==> src/ufc_pkg.sv <==
/*
 * Package for the enhanced-feature control block: field positions of the
 * enhanced feature control register, flow control codes, reset values.
 * Assumes nothing of its surroundings.
 */
package ufc_pkg;
    // ************************************************************
    // Enhanced feature control register fields
    // ************************************************************
    localparam int unsigned EFC_SPECIAL_BIT = 5;
    localparam int unsigned EFC_ENHANCE_BIT = 4;
    localparam int unsigned EFC_TXSEL_HI    = 3;
    localparam int unsigned EFC_TXSEL_LO    = 2;
    localparam int unsigned EFC_RXSEL_HI    = 1;
    localparam int unsigned EFC_RXSEL_LO    = 0;
    localparam logic [7:0]  EFC_RESET       = 8'h00;
    localparam logic [7:0]  CHAR_RESET      = 8'h00;
    localparam logic [7:0]  EXT_RESET       = 8'h00;

    // ************************************************************
    // Flow control select codes
    // ************************************************************
    localparam logic [1:0] TX_NONE  = 2'h0;
    localparam logic [1:0] TX_ONE   = 2'h2;
    localparam logic [1:0] TX_TWO   = 2'h1;
    localparam logic [1:0] TX_BOTH  = 2'h3;
    localparam logic [1:0] RX_NONE  = 2'h0;
    localparam logic [1:0] RX_ONE   = 2'h2;
    localparam logic [1:0] RX_TWO   = 2'h1;
    localparam logic [1:0] RX_EITHER_OR_PAIR = 2'h3;
    localparam logic [3:0] CODE_ONE_ANY  = 4'hB;
    localparam logic [3:0] CODE_TWO_ANY  = 4'h7;
    localparam logic [3:0] CODE_BOTH     = 4'hF;
    localparam logic [3:0] CODE_RX_PAIR  = 4'h3;

    // Protected field masks for writes gated by the enhance bit
    localparam logic [7:0] IER_PROT_MASK = 8'hF0;
    localparam logic [7:0] IIR_PROT_MASK = 8'h30;
    localparam logic [7:0] FCR_PROT_MASK = 8'h30;
    localparam logic [7:0] MCR_PROT_MASK = 8'hE0;

    typedef enum logic [1:0] {
        UFC_PAIR_IDLE   = 2'b00,
        UFC_PAIR_RESUME = 2'b01,
        UFC_PAIR_PAUSE  = 2'b10
    } ufc_pair_e;
endpackage

==> src/ufc_match_if.sv <==
/*
 * Carrier between the top module and the character matcher: the four flow
 * characters, the received byte and the match results.
 * Assumes one clock shared by both ends.
 */
`timescale 1ns/10ps
`default_nettype none
interface ufc_match_if;
    logic [7:0] resume_char_one;
    logic [7:0] resume_char_two;
    logic [7:0] pause_char_one;
    logic [7:0] pause_char_two;
    logic [7:0] rx_data;
    logic [3:0] hit;
    modport top (output resume_char_one, resume_char_two, pause_char_one,
                 pause_char_two, rx_data, input hit);
    modport cmp (input resume_char_one, resume_char_two, pause_char_one,
                 pause_char_two, rx_data, output hit);
endinterface
`default_nettype wire

==> src/ufc_char_cmp.sv <==
/*
 * Compares a received byte with the four flow characters in one generate
 * loop. hit[0..3] = resume one, resume two, pause one, pause two.
 * Assumes stable inputs during the cycle that reads hit.
 */
`timescale 1ns/10ps
`default_nettype none
module ufc_char_cmp
    import ufc_pkg::*;
(
    ufc_match_if.cmp m
);
    logic [7:0] chars [4];
    assign chars[0] = m.resume_char_one;
    assign chars[1] = m.resume_char_two;
    assign chars[2] = m.pause_char_one;
    assign chars[3] = m.pause_char_two;
    genvar g;
    generate
        for (g = 0; g < 4; g++) begin : g_cmp
            assign m.hit[g] = (m.rx_data == chars[g]);
        end
    endgenerate
endmodule // ufc_char_cmp
`default_nettype wire

==> src/ufc_flow_ctrl.sv <==
/*
 * Enhanced-feature control of a UART: software flow control select,
 * special character detection, enhanced-function write gating.
 * Assumes the UART core presents one received character in each cycle that
 * rx_valid_i is high and sends the flow characters that tx_* outputs ask for.
 */
//
// Summary of operation
// RL1: Bit 5 set enables special-character matching.
// RL2: Second pause char stored, flag special interrupt.
// RL3: Compared second pause still pauses transmitter.
// RL4: Then not stored; pause and special interrupts.
// RL5: Bit 4 gates writes to extended fields.
// RL6: Bit 4 required for sleep mode.
// RL7: Bits 3:2 choose transmitted flow characters.
// RL8: Bits 1:0 choose received comparison characters.
// RL9: Codes 1011/0111: receiver accepts either character.
// RL10: Code 1111: send both, match both.
// RL11: Code 0011: no transmit, receiver matches pairs.
// RL12: Pair characters must arrive consecutively.
`timescale 1ns/10ps
`default_nettype none
module ufc_flow_ctrl
    import ufc_pkg::*;
(
    input  wire logic       clk_i,
    input  wire logic       rst_i,
    input  wire logic       efc_we_i,
    input  wire logic [7:0] efc_wdata_i,
    input  wire logic       char_we_i,
    input  wire logic [1:0] char_sel_i,
    input  wire logic [7:0] char_wdata_i,
    input  wire logic       ext_we_i,
    input  wire logic [2:0] ext_sel_i,
    input  wire logic [7:0] ext_wdata_i,
    input  wire logic       sleep_req_i,
    input  wire logic       rx_valid_i,
    input  wire logic [7:0] rx_data_i,
    output logic [7:0]      efc_rdata_o,
    output logic [7:0]      ier_ext_o,
    output logic [7:0]      iir_ext_o,
    output logic [7:0]      fcr_ext_o,
    output logic [7:0]      mcr_ext_o,
    output logic [7:0]      tcr_o,
    output logic [7:0]      tlr_o,
    output logic            sleep_o,
    output logic            rx_fifo_we_o,
    output logic [7:0]      rx_fifo_data_o,
    output logic            special_irq_o,
    output logic            pause_irq_o,
    output logic            tx_pause_o,
    output logic            tx_send_one_o,
    output logic            tx_send_two_o
);

    // ************************************************************
    // Registers
    // ************************************************************
    logic [7:0] efc_reg;
    logic [7:0] chars_reg [4];
    logic [7:0] ier_reg, iir_reg, fcr_reg, mcr_reg, tcr_reg, tlr_reg;
    ufc_pair_e  pair_reg;
    logic       pause_reg;

    ufc_match_if m ();
    assign m.resume_char_one = chars_reg[0];
    assign m.resume_char_two = chars_reg[1];
    assign m.pause_char_one  = chars_reg[2];
    assign m.pause_char_two  = chars_reg[3];
    assign m.rx_data         = rx_data_i;
    ufc_char_cmp u_cmp (.m(m));

    wire logic       special_en = efc_reg[EFC_SPECIAL_BIT];
    wire logic       enhance_en = efc_reg[EFC_ENHANCE_BIT];
    wire logic [1:0] tx_sel = efc_reg[EFC_TXSEL_HI:EFC_TXSEL_LO];
    wire logic [1:0] rx_sel = efc_reg[EFC_RXSEL_HI:EFC_RXSEL_LO];
    wire logic [3:0] code   = efc_reg[EFC_TXSEL_HI:EFC_RXSEL_LO];

    always_ff @(posedge clk_i) begin
        if (rst_i) begin
            efc_reg <= EFC_RESET;
        end else if (efc_we_i) begin
            efc_reg <= efc_wdata_i;
        end
    end

    always_ff @(posedge clk_i) begin
        if (rst_i) begin
            for (int i = 0; i < 4; i++) chars_reg[i] <= CHAR_RESET;
        end else if (char_we_i) begin
            chars_reg[char_sel_i] <= char_wdata_i;
        end
    end

    // ************************************************************
    // Enhanced field write gating
    // ************************************************************
    // Protected bits keep their value unless the enhance bit is set
    function automatic logic [7:0] gated(input logic [7:0] old_v,
                                         input logic [7:0] new_v,
                                         input logic [7:0] mask,
                                         input logic       en);
        gated = en ? new_v : ((new_v & ~mask) | (old_v & mask));
    endfunction

    always_ff @(posedge clk_i) begin
        if (rst_i) begin
            ier_reg <= EXT_RESET;
            iir_reg <= EXT_RESET;
            fcr_reg <= EXT_RESET;
            mcr_reg <= EXT_RESET;
            tcr_reg <= EXT_RESET;
            tlr_reg <= EXT_RESET;
        end else if (ext_we_i) begin
            case (ext_sel_i)
                3'h0: ier_reg <= gated(ier_reg, ext_wdata_i,
                                       IER_PROT_MASK, enhance_en); // [RL5]
                3'h1: iir_reg <= gated(iir_reg, ext_wdata_i,
                                       IIR_PROT_MASK, enhance_en); // [RL5]
                3'h2: fcr_reg <= gated(fcr_reg, ext_wdata_i,
                                       FCR_PROT_MASK, enhance_en); // [RL5]
                3'h3: mcr_reg <= gated(mcr_reg, ext_wdata_i,
                                       MCR_PROT_MASK, enhance_en); // [RL5]
                3'h4: if (enhance_en) tcr_reg <= ext_wdata_i;      // [RL5]
                3'h5: if (enhance_en) tlr_reg <= ext_wdata_i;      // [RL5]
                default: ;
            endcase
        end
    end

    always_ff @(posedge clk_i) begin
        if (rst_i) sleep_o <= 1'b0;
        else sleep_o <= sleep_req_i & enhance_en; // [RL6]
    end

    // ************************************************************
    // Receive comparison
    // ************************************************************
    logic any_resume, any_pause, pair_mode, cmp_p2;
    always_comb begin
        any_resume = 1'b0;
        any_pause  = 1'b0;
        pair_mode  = (code == CODE_BOTH) ||
                     (code == CODE_RX_PAIR); // [RL10] [RL11]
        cmp_p2     = 1'b0;
        case (rx_sel)                                               // [RL8]
            RX_ONE: begin
                any_resume = m.hit[0];
                any_pause  = m.hit[2];
            end
            RX_TWO: begin
                any_resume = m.hit[1];
                any_pause  = m.hit[3];
                cmp_p2     = m.hit[3];
            end
            RX_EITHER_OR_PAIR: begin
                if (!pair_mode) begin                               // [RL9]
                    any_resume = m.hit[0] | m.hit[1];
                    any_pause  = m.hit[2] | m.hit[3];
                    cmp_p2     = m.hit[3];
                end
            end
            default: ;
        endcase
    end

    // Pair tracking: second character must follow the first directly
    logic pair_resume, pair_pause, pair_p2;
    always_comb begin
        pair_resume = pair_mode && rx_sel == RX_EITHER_OR_PAIR &&
                      pair_reg == UFC_PAIR_RESUME && m.hit[1]; // [RL12]
        pair_pause  = pair_mode && rx_sel == RX_EITHER_OR_PAIR &&
                      pair_reg == UFC_PAIR_PAUSE && m.hit[3];  // [RL12]
        pair_p2     = pair_pause;
    end

    always_ff @(posedge clk_i) begin
        if (rst_i) begin
            pair_reg <= UFC_PAIR_IDLE;
        end else if (rx_valid_i) begin
            if (pair_mode && m.hit[0]) pair_reg <= UFC_PAIR_RESUME;
            else if (pair_mode && m.hit[2]) pair_reg <= UFC_PAIR_PAUSE;
            else pair_reg <= UFC_PAIR_IDLE;
        end
    end

    wire logic do_resume = any_resume | pair_resume;
    wire logic do_pause  = any_pause | pair_pause;
    wire logic flow_p2   = cmp_p2 | pair_p2;
    wire logic flow_char = do_resume | do_pause |
                           (pair_mode && (m.hit[0] || m.hit[2]));

    always_ff @(posedge clk_i) begin
        if (rst_i) begin
            pause_reg <= 1'b0;
        end else if (rx_valid_i && rx_sel != RX_NONE) begin
            if (do_pause) pause_reg <= 1'b1;   // [RL3]
            else if (do_resume) pause_reg <= 1'b0;
        end
    end
    assign tx_pause_o = pause_reg;

    // ************************************************************
    // Receive FIFO feed and interrupt events
    // ************************************************************
    always_ff @(posedge clk_i) begin
        if (rst_i) begin
            rx_fifo_we_o   <= 1'b0;
            rx_fifo_data_o <= 8'h00;
            special_irq_o  <= 1'b0;
            pause_irq_o    <= 1'b0;
        end else begin
            rx_fifo_data_o <= rx_data_i;
            // Flow characters are consumed; special char stays otherwise
            rx_fifo_we_o  <= rx_valid_i &
                             !(rx_sel != RX_NONE && flow_char); // [RL2] [RL4]
            special_irq_o <= rx_valid_i & special_en & m.hit[3] &
                             (rx_sel == RX_NONE || !flow_char ||
                              flow_p2); // [RL1] [RL4]
            pause_irq_o   <= rx_valid_i & (rx_sel != RX_NONE) &
                             do_pause;                             // [RL4]
        end
    end

    // ************************************************************
    // Transmit select and register readback
    // ************************************************************
    always_ff @(posedge clk_i) begin
        if (rst_i) begin
            tx_send_one_o <= 1'b0;
            tx_send_two_o <= 1'b0;
        end else begin
            tx_send_one_o <= tx_sel[1];                            // [RL7]
            tx_send_two_o <= tx_sel[0];                            // [RL7]
        end
    end

    always_ff @(posedge clk_i) begin
        if (rst_i) begin
            efc_rdata_o <= EFC_RESET;
            ier_ext_o <= EXT_RESET;
            iir_ext_o <= EXT_RESET;
            fcr_ext_o <= EXT_RESET;
            mcr_ext_o <= EXT_RESET;
            tcr_o <= EXT_RESET;
            tlr_o <= EXT_RESET;
        end else begin
            efc_rdata_o <= efc_reg;
            ier_ext_o <= ier_reg;
            iir_ext_o <= iir_reg;
            fcr_ext_o <= fcr_reg;
            mcr_ext_o <= mcr_reg;
            tcr_o <= tcr_reg;
            tlr_o <= tlr_reg;
        end
    end
endmodule // ufc_flow_ctrl
`default_nettype wire

==> config.mk <==
export PLATFORM = sky130hd
export DESIGN_NAME = ufc_flow_ctrl
export DESIGN_NICKNAME = d
export VERILOG_FILES = /design/src/ufc_pkg.sv /design/src/ufc_match_if.sv /design/src/ufc_char_cmp.sv /design/src/ufc_flow_ctrl.sv
export SDC_FILE = /design/constraint.sdc
export NUM_CORES = 1
export LEC_CHECK = 0
export BUFFER_PORTS_ARGS = -buffer_cell sky130_fd_sc_hd__buf_2
export CAP_MARGIN = 20
export CORE_MARGIN = 2
export CORE_UTILIZATION = 55
export DETAILED_ROUTE_END_ITERATION = 6
export PLACE_DENSITY = 0.9
export SLEW_MARGIN = 25
export SYNTH_ARGS = -nofsm -noshare
export SYNTH_HDL_FRONTEND = slang
export SYNTH_SLANG_ARGS = --single-unit
==> constraint.sdc <==
create_clock -name clk_i -period 2.7 [get_ports clk_i]
set_input_delay 0.54 -clock clk_i [delete_from_list [all_inputs] [get_ports clk_i]]
set_output_delay 0.54 -clock clk_i [all_outputs]
set_load 0.1 [all_outputs]
==> metrics.yaml <==
route:
  drt_drc_violations_left: 0
  vias: 3843
  wl_per_cell_um: 15.3
  ant_nets: 0
  vias_per_cell: 5.06
  drt_iter0_markers: 109
  drt-pass1-iter-count: 4
  routed_wl_mm: 11.6
floorplan:
  die_x_um: 106
  start_util_pct: 56.2
  fp.dieH_um: 106
  floorplan.rows: 37
  io_pins: 115
  dieArea_sq_um: 11300
  design.core.area_sq_um: 10200
cts:
  clock-sinks: 159
  clk_pin_slew_worst_paths_ps: 70
  clock_latency_ps: 530
  postCtsHoldBufs: 0
  post_cts_buffers: 0
  cts_buffer_depth: 2
  cts_tree: "yes"
  root_buffer: "clkbuf_8"
  h-tree-depth: 4
  cts_resized: 0
  cts-buffers-inserted: 17
timing:
  setup_viol: 0
  skew_ps: 6.61
  rsz0062_at_grt: "false"
  fmax_ghz: 0.543
  setup_tns_ps: 0
  maxSlewHeadroom_pct: 52.9
  period_share_pct: 68.2
  final_max_slew_viol_count: 0
  fin_crit_ps: 1840
  fin_ws_ps: 859
  tightest_slew_ps: 705
  whs_ps: 221
  hold_viol: 0
worst_setup_path:
  critPathLaunchType: "flip-flop"
  endpoint_kind: "primary output"
  crit_slowest_cell: "buf_2"
  critPathArrivalTime_ps: 1300
  path_delay_family: "buffers and inverters"
  reg2reg_from: "efc_reg[2]"
  crit_buf_inv: 1
  slowest_delay_ps: 430
  critPathKind: "flip-flop to primary output"
  startpoint: "fcr_ext_o[2]"
  path_max_fanout: 1
  crit_chain: "buf_2"
  cp.required_ps: 2160
yosys:
  async_flop_share_pct: 0
  syn_inst: 504
  ys_seq_elements: 159
  yosysTopAreaCell: "dfxtp_1"
  yosysWarnings: 0
  synth_flop_cell: "dfxtp_1"
  yosys.area.top_type_share_pct: 44.3
  synth.distinct_cells: 41
  synthTopCellsByArea: "dfxtp_1, edfxtp_1, mux2i_1"
  seq_area_frac_synth_pct: 61.0
  synth.top_cells.by_count: "dfxtp_1, nor2b_1, nor2_1, mux2i_1, and2_1"
  postSynthAreaPerCell_sq_um: 11.4
  synth.most_common_cell: "dfxtp_1"
  synth_edf_count: 32
  syn_area_sq_um: 5750
  syn_nets: 548
final_layout:
  drive_gt1_share_pct: 25.5
  finalNonFillerCells: 759
  stdcell_area_sq_um: 6940
  nets: 654
  area_growth_pct: 20.8
  fin_util_pct: 67.8
  num_antenna_cells: 0
  largest_reg_flops: 32
placement:
  dp.cells: 727
  place_ws_ps: 697
  place_hpwl_mm: 8.16
  port_buffers: 114
  place_congestion: 0.821
  placed_area_sq_um: 6370
power:
  peakVddDrop_mv: 0.557
  cellLeakagePower_nw: 2.99
  total_power_mw: 5.22
  pwr_density_cell_nw_per_um2: 751
grt:
  grt_overflow: 0
  grt_pass1_wl_mm: 18.4
  grtUsageTotal_pct: 21.6
  grt_max_degree: 131
  antenna_found_initial: 1
  first_global_vias: 3824
flow_run:
  cap_viol_max_count: 0
hold_path:
  hold_path_class: "input port to flip-flop"
  worstHoldStart: "sleep_req_i"
outcome:
  outcome: "complete, no violations"
-- report_power, final --
group          internal, mW  switching [mW]
combinational         0.122           0.292
sequential             2.49          0.0336
clock                  1.26            1.01
total                  3.88            1.34
-- cell families (layout without fill, tap and decap cells) --
family	Yosys count	count (layout)	share of synthesized area, %
AO/OA/AOI/OAI	20	20	2.40
XOR/XNOR	33	33	5.16
buffers and inverters	33	152	2.90
flip-flops	159	159	61.0
multiplexers	49	49	8.54
AND/OR/NAND/NOR	210	210	20.0
-- worst paths after layout --
kind,end,slack [ps],depth (start not counted)
worst max register to register,rx_fifo_we_o,1000,4
worst min-delay path,sleep_o,220,2
worst max-delay path,fcr_ext_o[2],860,1
worst min register to register,fcr_reg[4],450,2
-- per-layer routing --
metal / GRT usage, % / up-vias / wire [um]
li1: - / 1872 / -
met5: 0 / - / 0
met1: 23.6 / 1815 / 4540
met2: 38.2 / 124 / 6080
met3: 6.44 / 32 / 679
met4: 10.1 / 0 / 308
-- layout make-up --
cell class | instances | area, sq um
sequential | 159 | 3500
fill | 737 | 3290
multi-input combinational | 312 | 2080
timing repair buffer | 117 | 608
clock buffer | 18 | 418
tap | 136 | 170
clock inverter | 14 | 155
inverter | 3 | 11.3
-- layout by cell type (no fill, tap or decap), types with 2 or more instances in the layout --
cell type  Yosys  layout
nor2_1        53      53
dfxtp_1      127     127
nand2_1       13      13
clkinv_4       0       5
nor3b_1        3       3
xnor2_1       24      24
o21ai_0        4       4
a21oi_1        7       7
nand4_1        8       8
nor3_1         5       5
nor2b_1       64      64
buf_4          3       3
buf_2          7     113
or2_2          4       4
mux2i_1       49      49
clkbuf_16      0      16
edfxtp_1      32      32
nand3_1        9       9
nand3b_1       2       2
xor2_1         8       8
inv_1          3       3
and2_1        33      33
nor4_1         2       2
inv_6          0       4
inv_8          0       2
nand2b_1       7       7
(Power assumes the default switching activity.)
